==> src/shared/pmt_pkg.sv <==
// shared constants and types for the telemetry readback link
package pmt_pkg;
  // timing
  localparam int CLK_MHZ     = 100;
  localparam int REFRESH_US  = 1200;
  localparam int REFRESH_CYC = REFRESH_US * CLK_MHZ;
  localparam int HOST_HALF   = 8;
  // frame layout: code, read flag, data word, msb first
  localparam int CODE_W     = 8;
  localparam int WORD_W     = 16;
  localparam int HDR_BITS   = 9;
  localparam int FRAME_BITS = 25;
  // linear word fields
  localparam int EXP_MSB = 15;
  localparam int EXP_LSB = 11;
  localparam int MAN_MSB = 10;
  // command codes
  localparam logic [7:0] CMD_PAGE        = 8'h00;
  localparam logic [7:0] CMD_CLEAR       = 8'h03;
  localparam logic [7:0] CMD_PHASE       = 8'h04;
  localparam logic [7:0] CMD_STATUS_WORD = 8'h79;
  localparam logic [7:0] CMD_STATUS_CML  = 8'h7E;
  localparam logic [7:0] CMD_IOUT        = 8'h8C;
  localparam logic [7:0] CMD_TEMP        = 8'h8D;
  localparam logic [7:0] CMD_POUT        = 8'h96;
  localparam logic [7:0] CMD_PIN         = 8'h97;
  localparam logic [7:0] CMD_VOUT_LIN    = 8'hD4;
  // page and phase selectors
  localparam logic [7:0] PAGE_A      = 8'h00;
  localparam logic [7:0] PAGE_B      = 8'h01;
  localparam logic [7:0] PAGE_ALL    = 8'hFF;
  localparam logic [7:0] PHASE_TOTAL = 8'h80;
  localparam logic [7:0] PHASE_ALL   = 8'hFF;
  localparam logic [7:0] SEL_RESET   = 8'h00;
  // status bits
  localparam int CML_INV_BIT = 7;
  localparam int WORD_CML_BIT = 1;
  // host register map
  localparam logic [7:0] HR_CMD    = 8'h00;
  localparam logic [7:0] HR_STATUS = 8'h04;
  localparam logic [7:0] HR_RDATA  = 8'h08;
  localparam logic [7:0] HR_IST    = 8'h0C;
  localparam logic [7:0] HR_ICLR   = 8'h10;
  localparam logic [7:0] HR_IEN    = 8'h14;
  localparam int HI_DONE  = 0;
  localparam int HI_ALERT = 1;
  localparam int HC_RD    = 8;
  localparam int HC_DLSB  = 16;
  // host link sequencer
  typedef enum logic [1:0] {
    H_IDLE  = 2'b00,
    H_SETUP = 2'b01,
    H_RUN   = 2'b11,
    H_DONE  = 2'b10
  } pmt_hstate_t;
endpackage

==> src/shared/pmt_link_if.sv <==
// serial link between telemetry device and host
`timescale 1ns/10ps
interface pmt_link_if;
  logic lclk;
  logic frame_n;
  logic mosi;
  logic miso;
  logic alert_n;
  modport dev (input lclk, input frame_n, input mosi,
               output miso, output alert_n);
  modport hst (output lclk, output frame_n, output mosi,
               input miso, input alert_n);
endinterface

==> src/hdl/pmt_dev.sv <==
// telemetry readback device end of the link
//
// Chosen here: strobed register access.
`timescale 1ns/10ps
module pmt_dev
  import pmt_pkg::*;
#(
  parameter int NPH     = 3,
  parameter int REFRESH = REFRESH_CYC
) (
  // clock and reset
  input  wire logic                  ref_clk,
  input  wire logic                  rst_b,
  // link
  pmt_link_if.dev                    link,
  // measured quantities, linear format
  input  wire logic [15:0]           temp_a,
  input  wire logic [15:0]           temp_b,
  input  wire logic [15:0]           vout_a,
  input  wire logic [15:0]           vout_b,
  input  wire logic [15:0]           vin,
  input  wire logic [15:0]           iin,
  input  wire logic [15:0]           iout_b,
  input  wire logic [NPH-1:0][15:0]  iout_ph,
  // current selections
  output logic [7:0]                 page_sel_r,
  output logic [7:0]                 phase_sel_r
);

  logic [2:0]             clk_s;
  logic [2:0]             frm_s;
  logic [1:0]             mosi_s;
  logic [4:0]             cnt_r;
  logic [FRAME_BITS-1:0]  rx_r;
  logic [WORD_W-1:0]      tx_r;
  logic                   miso_r;
  logic [7:0]             cml_r;
  logic                   alert_n_r;
  logic [31:0]            ref_cnt_r;
  logic [15:0]            pout_a_r;
  logic [15:0]            pout_b_r;
  logic [15:0]            pin_r;
  logic [15:0]            itot;
  logic [15:0]            iphase;
  logic [15:0]            rdval;
  logic                   lrise;
  logic                   lfall;
  logic                   fend;
  logic                   wr_ok;
  logic                   inv_evt;
  logic                   clr_evt;
  logic [CODE_W-1:0]      hcode;
  logic [CODE_W-1:0]      wcode;
  logic                   sel_b;

  // shrink mantissa into 11 bits, bumping the exponent
  function automatic logic [15:0] lin_norm(
    input logic signed [21:0] m,
    input logic signed [6:0]  e
  );
    logic signed [21:0] mm;
    logic signed [6:0]  ee;
    mm = m;
    ee = e;
    for (int i = 0; i < 11; i++) begin
      if (mm[21:MAN_MSB] != {12{mm[MAN_MSB]}}) begin
        mm = mm >>> 1;
        ee = ee + 7'sd1;
      end
    end
    // exponent overflow beyond 5 bits wraps; not reachable for sane inputs
    return {ee[4:0], mm[MAN_MSB:0]};
  endfunction

  function automatic logic [15:0] lin_mul(
    input logic [15:0] a,
    input logic [15:0] b
  );
    logic signed [21:0] p;
    logic signed [6:0]  e;
    p = $signed({{11{a[MAN_MSB]}}, a[MAN_MSB:0]})
      * $signed({{11{b[MAN_MSB]}}, b[MAN_MSB:0]});
    e = $signed({{2{a[EXP_MSB]}}, a[EXP_MSB:EXP_LSB]})
      + $signed({{2{b[EXP_MSB]}}, b[EXP_MSB:EXP_LSB]});
    return lin_norm(p, e);
  endfunction

  // link pins cross into ref_clk
  always_ff @(posedge ref_clk) begin
    if (!rst_b) begin
      clk_s  <= 3'h0;
      frm_s  <= 3'h7;
      mosi_s <= 2'h0;
    end else begin
      clk_s  <= {clk_s[1:0], link.lclk};
      frm_s  <= {frm_s[1:0], link.frame_n};
      mosi_s <= {mosi_s[0], link.mosi};
    end
  end

  assign lrise = clk_s[1] & ~clk_s[2];
  assign lfall = ~clk_s[1] & clk_s[2];
  assign fend  = frm_s[1] & ~frm_s[2];
  assign hcode = rx_r[HDR_BITS-1:1];
  assign wcode = rx_r[FRAME_BITS-1:FRAME_BITS-CODE_W];
  assign wr_ok = fend && (cnt_r == 5'(FRAME_BITS)) && !rx_r[WORD_W];

  // bit capture on link rising edges
  always_ff @(posedge ref_clk) begin
    if (!rst_b) begin
      cnt_r <= 5'h00;
      rx_r  <= '0;
    end else if (frm_s[1]) begin
      cnt_r <= 5'h00;
    end else if (lrise && cnt_r != 5'(FRAME_BITS)) begin
      rx_r  <= {rx_r[FRAME_BITS-2:0], mosi_s[1]};
      cnt_r <= cnt_r + 5'h01;
    end
  end

  always_comb begin
    iphase = 16'h0000;
    if (phase_sel_r == PHASE_TOTAL || phase_sel_r == PHASE_ALL) begin
      iphase = itot;
    end else begin
      for (int i = 0; i < NPH; i++) begin
        if (phase_sel_r == 8'(i)) begin
          iphase = iout_ph[i];
        end
      end
    end
  end

  // phase sum, phases share one exponent
  always_comb begin
    logic signed [21:0] acc;
    acc = 22'sh0;
    for (int i = 0; i < NPH; i++) begin
      acc = acc + $signed({{11{iout_ph[i][MAN_MSB]}},
                           iout_ph[i][MAN_MSB:0]});
    end
    itot = lin_norm(acc,
      $signed({{2{iout_ph[0][EXP_MSB]}}, iout_ph[0][EXP_MSB:EXP_LSB]}));
  end

  // broadcast page reads answer with channel A
  assign sel_b = (page_sel_r == PAGE_B);

  // answer word for the command in the header
  always_comb begin
    rdval = 16'h0000;
    case (hcode)
      CMD_PAGE:        rdval = {8'h00, page_sel_r};
      CMD_PHASE:       rdval = {8'h00, phase_sel_r};
      CMD_STATUS_CML:  rdval = {8'h00, cml_r};
      // one-bit flag placed directly, no shift of a 1-bit operand
      CMD_STATUS_WORD: rdval[WORD_CML_BIT] = |cml_r;
      CMD_TEMP:        rdval = sel_b ? temp_b : temp_a;
      CMD_POUT:        rdval = sel_b ? pout_b_r : pout_a_r;
      CMD_PIN:         rdval = pin_r;
      CMD_VOUT_LIN:    rdval = sel_b ? vout_b : vout_a;
      CMD_IOUT:        rdval = sel_b ? iout_b : iphase;
      default:         rdval = 16'h0000;
    endcase
  end

  // answer shifted out after link falling edges
  always_ff @(posedge ref_clk) begin
    if (!rst_b) begin
      tx_r   <= 16'h0000;
      miso_r <= 1'b0;
    end else if (frm_s[1]) begin
      miso_r <= 1'b0;
    end else if (lfall && rx_r[0] && cnt_r == 5'(HDR_BITS)) begin
      // answer word for the header command sent msb first
      miso_r <= rdval[WORD_W-1];
      tx_r   <= {rdval[WORD_W-2:0], 1'b0};
    end else if (lfall && cnt_r > 5'(HDR_BITS)) begin
      miso_r <= tx_r[WORD_W-1];
      tx_r   <= {tx_r[WORD_W-2:0], 1'b0};
    end
  end

  always_comb begin
    inv_evt = 1'b0;
    clr_evt = 1'b0;
    if (wr_ok) begin
      case (wcode)
        CMD_IOUT, CMD_TEMP, CMD_POUT, CMD_PIN, CMD_VOUT_LIN:
          inv_evt = 1'b1;
        CMD_CLEAR:
          clr_evt = 1'b1;
        default: ;
      endcase
    end
  end

  // page and phase take only their own writes
  always_ff @(posedge ref_clk) begin
    if (!rst_b) begin
      page_sel_r  <= SEL_RESET;
      phase_sel_r <= SEL_RESET;
    end else if (wr_ok && wcode == CMD_PAGE) begin
      page_sel_r  <= rx_r[7:0];
    end else if (wr_ok && wcode == CMD_PHASE) begin
      phase_sel_r <= rx_r[7:0];
    end
  end

  always_ff @(posedge ref_clk) begin
    if (!rst_b) begin
      cml_r <= 8'h00;
    end else if (inv_evt) begin
      cml_r[CML_INV_BIT] <= 1'b1;
    end else if (clr_evt) begin
      cml_r <= 8'h00;
    end
  end

  always_ff @(posedge ref_clk) begin
    if (!rst_b) begin
      alert_n_r <= 1'b1;
    end else begin
      alert_n_r <= ~(|cml_r);
    end
  end

  always_ff @(posedge ref_clk) begin
    if (!rst_b) begin
      ref_cnt_r <= 32'h0000_0000;
    end else if (ref_cnt_r == 32'(REFRESH - 1)) begin
      ref_cnt_r <= 32'h0000_0000;
    end else begin
      ref_cnt_r <= ref_cnt_r + 32'h0000_0001;
    end
  end

  // power words are sampled, so reads never see a half update
  always_ff @(posedge ref_clk) begin
    if (!rst_b) begin
      pout_a_r <= 16'h0000;
      pout_b_r <= 16'h0000;
      pin_r    <= 16'h0000;
    end else if (ref_cnt_r == 32'(REFRESH - 1)) begin
      pout_a_r <= lin_mul(vout_a, itot);
      pout_b_r <= lin_mul(vout_b, iout_b);
      pin_r    <= lin_mul(vin, iin);
    end
  end

  assign link.miso    = miso_r;
  assign link.alert_n = alert_n_r;

endmodule

==> src/flat_wrapper.sv <==
// flat-port wrapper written by rule: the top's interface ports become plain ports
module pmt_dev_flat import pmt_pkg::*;
#(
  parameter int NPH     = 3,
  parameter int REFRESH = REFRESH_CYC
)
  (ref_clk, rst_b, temp_a, temp_b, vout_a, vout_b, vin, iin, iout_b, iout_ph, page_sel_r, phase_sel_r, link_lclk, link_frame_n, link_mosi, link_miso, link_alert_n);
  pmt_link_if link_i ();
  input  wire logic ref_clk;
  input  wire logic rst_b;
  input  wire logic [15:0] temp_a;
  input  wire logic [15:0] temp_b;
  input  wire logic [15:0] vout_a;
  input  wire logic [15:0] vout_b;
  input  wire logic [15:0] vin;
  input  wire logic [15:0] iin;
  input  wire logic [15:0] iout_b;
  input  wire logic [NPH-1:0][15:0] iout_ph;
  output logic [7:0] page_sel_r;
  output logic [7:0] phase_sel_r;
  input wire logic [$bits(link_i.lclk)-1:0] link_lclk;
  input wire logic [$bits(link_i.frame_n)-1:0] link_frame_n;
  input wire logic [$bits(link_i.mosi)-1:0] link_mosi;
  output wire logic [$bits(link_i.miso)-1:0] link_miso;
  output wire logic [$bits(link_i.alert_n)-1:0] link_alert_n;
  assign link_i.lclk = link_lclk;
  assign link_i.frame_n = link_frame_n;
  assign link_i.mosi = link_mosi;
  assign link_miso = link_i.miso;
  assign link_alert_n = link_i.alert_n;
  pmt_dev #(.NPH(NPH), .REFRESH(REFRESH)) u_core (.ref_clk(ref_clk), .rst_b(rst_b), .link(link_i), .temp_a(temp_a), .temp_b(temp_b), .vout_a(vout_a), .vout_b(vout_b), .vin(vin), .iin(iin), .iout_b(iout_b), .iout_ph(iout_ph), .page_sel_r(page_sel_r), .phase_sel_r(phase_sel_r));
endmodule
==> config.mk <==
export PLATFORM = sky130hd
export DESIGN_NAME = pmt_dev_flat
export DESIGN_NICKNAME = d
export VERILOG_FILES = /design/src/shared/pmt_pkg.sv /design/src/shared/pmt_link_if.sv /design/src/hdl/pmt_dev.sv /design/src/flat_wrapper.sv
export SDC_FILE = /design/constraint.sdc
export NUM_CORES = 2
export LEC_CHECK = 0
export ABC_AREA = 0
export BUFFER_PORTS_ARGS = -buffer_cell sky130_fd_sc_hd__clkbuf_2
export CORE_MARGIN = 1
export CORE_UTILIZATION = 64
export DETAILED_ROUTE_END_ITERATION = 12
export GPL_ROUTABILITY_DRIVEN = 0
export HOLD_SLACK_MARGIN = 0.15
export MAX_ROUTING_LAYER = met4
export PLACE_DENSITY = 0.91
export SLEW_MARGIN = 10
export SYNTH_ARGS = -nofsm -noshare
export SYNTH_HDL_FRONTEND = slang
export SYNTH_SLANG_ARGS = --single-unit
==> constraint.sdc <==
create_clock -name ref_clk -period 36.8 [get_ports ref_clk]
set_input_delay 3.68 -clock ref_clk [delete_from_list [all_inputs] [get_ports ref_clk]]
set_output_delay 3.68 -clock ref_clk [all_outputs]
set_load 0.005 [all_outputs]
==> results by group <==
Setup path
  • Setup crit end kind: register
  • Critical path arrival: 20.88 ns
  • Startpoint Class: input port
  • Critical Path RT: 37.11 ns
  • Most used cell, CP: ha_1
  • Max stage delay on crit path: 0.92 ns
  • Crit path max-delay cell type: a31oi_1
  • Setup CP Type: in2reg
  • FF-to-FF path depth: 6
  • Crit-path max FO: 18

Clock tree
  • CTS tree: done
  • Post-CTS Setup Repair Bufs: 0
  • Clk pin slew, worst setup/hold paths: 0.07 ns
  • Post-cts resize count: 0
  • Clock buffer count from CTS: 17
  • # H-tree levels: 4
  • Hold buffers post-CTS: 0
  • Root buf cell: clkbuf_16
  • Clock Latency Late Sink: 0.44 ns
  • Clk buf depth: 2
  • Clock sinks: 152

Global route
  • Remaining Overflow, GRT: 0
  • GRT Util Overall: 37.8%
  • Vias in the first global route: 31192
  • First-pass GRT wire length: 153 mm
  • Initial antenna violation count: 10
  • Largest net degree at the start of global routing: 61

Hold path
  • Hold Crit Class: reg2reg
  • Hold depth: 1

Timing
  • Fmax: 48.6 MHz
  • Worst-Margin Slew: 1.27 ns
  • Setup Skew: 0.0131 ns
  • Fin Setup TNS: 0 ns
  • Relative slew slack: 14.7%
  • Fin crit period: 20.57 ns
  • Worst hold slack: 0.440 ns
  • Final hold vios: 0
  • RSZ-0062 raised after global routing: no
  • Slew Limit Fails: 0
  • Crit share post-route: 55.9%
  • Setup violators final: 0
  • Final worst slack: 16.23 ns

Logic synthesis
  • Syn nets: 4932
  • Number of flops mapped to enable cells by yosys: 0
  • Area of the mapped netlist: 32600 um2
  • Cell variety after synth: 117
  • Yosys Warn Count: 0
  • Synth async-reset ratio: 0%
  • Synth Instances: 4199
  • Sequential share of the synthesized area: 9.33%
  • Flop and latch count out of synthesis: 152
  • Syn_area_per_cell: 7.76 um2
  • Post-synth top flop: dfxtp_1

Layout
  • Fill cells: 3833
  • Layout cells sized above 1: 9.06%
  • Area grow syn2layout: 5.86%
  • Nets@finish: 4958

Routing
  • Top Metal Used: met4
  • Total number of vias: 31665
  • Met2 WL: 44.7 mm
  • WL met1: 33.9 mm
  • Post-route ant nets: 0
  • Drc violations: 0
  • Routed wire per std cell: 19.1 um
  • Routed met3 length: 9.67 mm
  • Vias/cell: 6.43
  • DR iter-0 viols: 3051
  • Total routed wirelength: 93.9 mm
  • DRT Pass-1 Iters: 8

Floorplanning
  • Core ar.: 50200 um2
  • Starting density of the core: 65.0%
  • Ports: 183
  • Die Width: 228 um
  • Row cnt: 82
  • Chip Height: 228 um
  • Die Area: 51800 um2

Run status
  • Status: complete, no violations

Place
  • # port buffers: 182
  • Post-place setup slack: 16.02 ns
  • Dpl hpwl: 73.7 mm

Run
  • MaxCap Viol Count: 0
[layout make-up]
class | count | area (um2) | share of cell area (%)
clock inverter | 14 | 186 | 0.540
timing repair buffer | 225 | 1230 | 3.57
sequential | 152 | 3040 | 8.82
antenna | 12 | 30.0 | 0.0870
clock buffer | 18 | 429 | 1.24
inverter | 504 | 1890 | 5.48
tap | 672 | 841 | 2.44
multi-input combinational | 3325 | 26900 | 77.8
[metal layers]
layer	vias to the layer above	track usage, %
met5	-	-
li1	14270	-
met4	0	21.4
met2	1854	61.9
met3	468	8.48
met1	15073	42.7
[worst paths after layout]
| path | slack (ns) | startpoint | endpoint |
|---|---|---|---|
| max | 16.23 | iout_ph[1] | u_core.pout_a_r[15]$_SDFFE_PN0P_ |
| min | 0.44 | u_core.frm_s[0]$_SDFF_PN1_ | u_core.frm_s[1]$_SDFF_PN1_ |
| max reg2reg | 33.45 | u_core.phase_sel_r[1]$_SDFFE_PN0P_ | u_core.tx_r[11]$_SDFFE_PN0P_ |
| min reg2reg | 0.44 | u_core.frm_s[0]$_SDFF_PN1_ | u_core.frm_s[1]$_SDFF_PN1_ |
[flip-flops by register name, indices dropped and copies added (netlist names)]
name                 flops
u_core.frm_s             3
u_core.pout_b_r         16
u_core.pin_r            16
u_core.pout_a_r         16
u_core.cnt_r             5
u_core.phase_sel_r       8
u_core.clk_s             3
u_core.cml_r             1
u_core.page_sel_r        8
u_core.ref_cnt_r        32
u_core.tx_r             15
u_core.rx_r             25
u_core.link.alert_n      1
u_core.mosi_s            2
u_core.link.miso         1
[worst max-delay path: cells and delay by family]
family / cells / cell delay (ns)
buffers and inverters: 7 / 0.60
multiplexers: 6 / 1.52
adder cells (fa/ha/maj): 19 / 7.34
XOR/XNOR: 1 / 0.38
AO/OA/AOI/OAI: 18 / 4.00
AND/OR/NAND/NOR: 15 / 3.32
[cell usage in the layout, fill, tap and decap left out, types with 91 or more instances in the layout]
cell / instances
a21oi_1: 250
and2_1: 250
clkbuf_2: 182
dfxtp_1: 152
fa_1: 366
ha_1: 202
inv_1: 501
nand2_1: 484
nand3_1: 91
nor2_1: 293
o21ai_0: 200
xnor2_1: 154
[Yosys cell counts, types with 91 or more instances]
| library cell | instances | area share, % |
|---|---|---|
| nand3_1 | 91 | 1.4 |
| xnor2_1 | 154 | 4.1 |
| nor2_1 | 293 | 3.4 |
| and2_1 | 251 | 4.8 |
| fa_1 | 366 | 22 |
| a21oi_1 | 250 | 3.8 |
| nand2_1 | 485 | 5.6 |
| clkbuf_1 | 196 | 2.3 |
| inv_1 | 502 | 5.8 |
| dfxtp_1 | 152 | 9.3 |
| ha_1 | 202 | 7.8 |
| o21ai_0 | 200 | 3.1 |
[kinds of logic (layout without fill, tap and decap cells)]
logic type,Yosys count,after routing,share of synthesized area [%]
buffers and inverters,722,761,8.40
other,0,12,0
XOR/XNOR,240,240,7.06
flip-flops,152,152,9.33
adder cells (fa/ha/maj),570,570,30.3
AND/OR/NAND/NOR,1458,1458,22.2
AO/OA/AOI/OAI,944,944,19.1
multiplexers,113,113,3.60
[stage by stage]
step	cell area (um2)	cells	utilization, %
6_report	34500	4922	68.8
5_1_grt	34500	4920	68.8
4_1_cts	34500	4910	68.7
3_5_place_dp	33900	4878	67.5
3_3_place_gp	33900	4878	67.5
2_1_floorplan	32600	4199	-
Power is left out: the tool's default activity adds up to more than one toggle a clock period on the data nets, which glitch-free logic cannot reach.
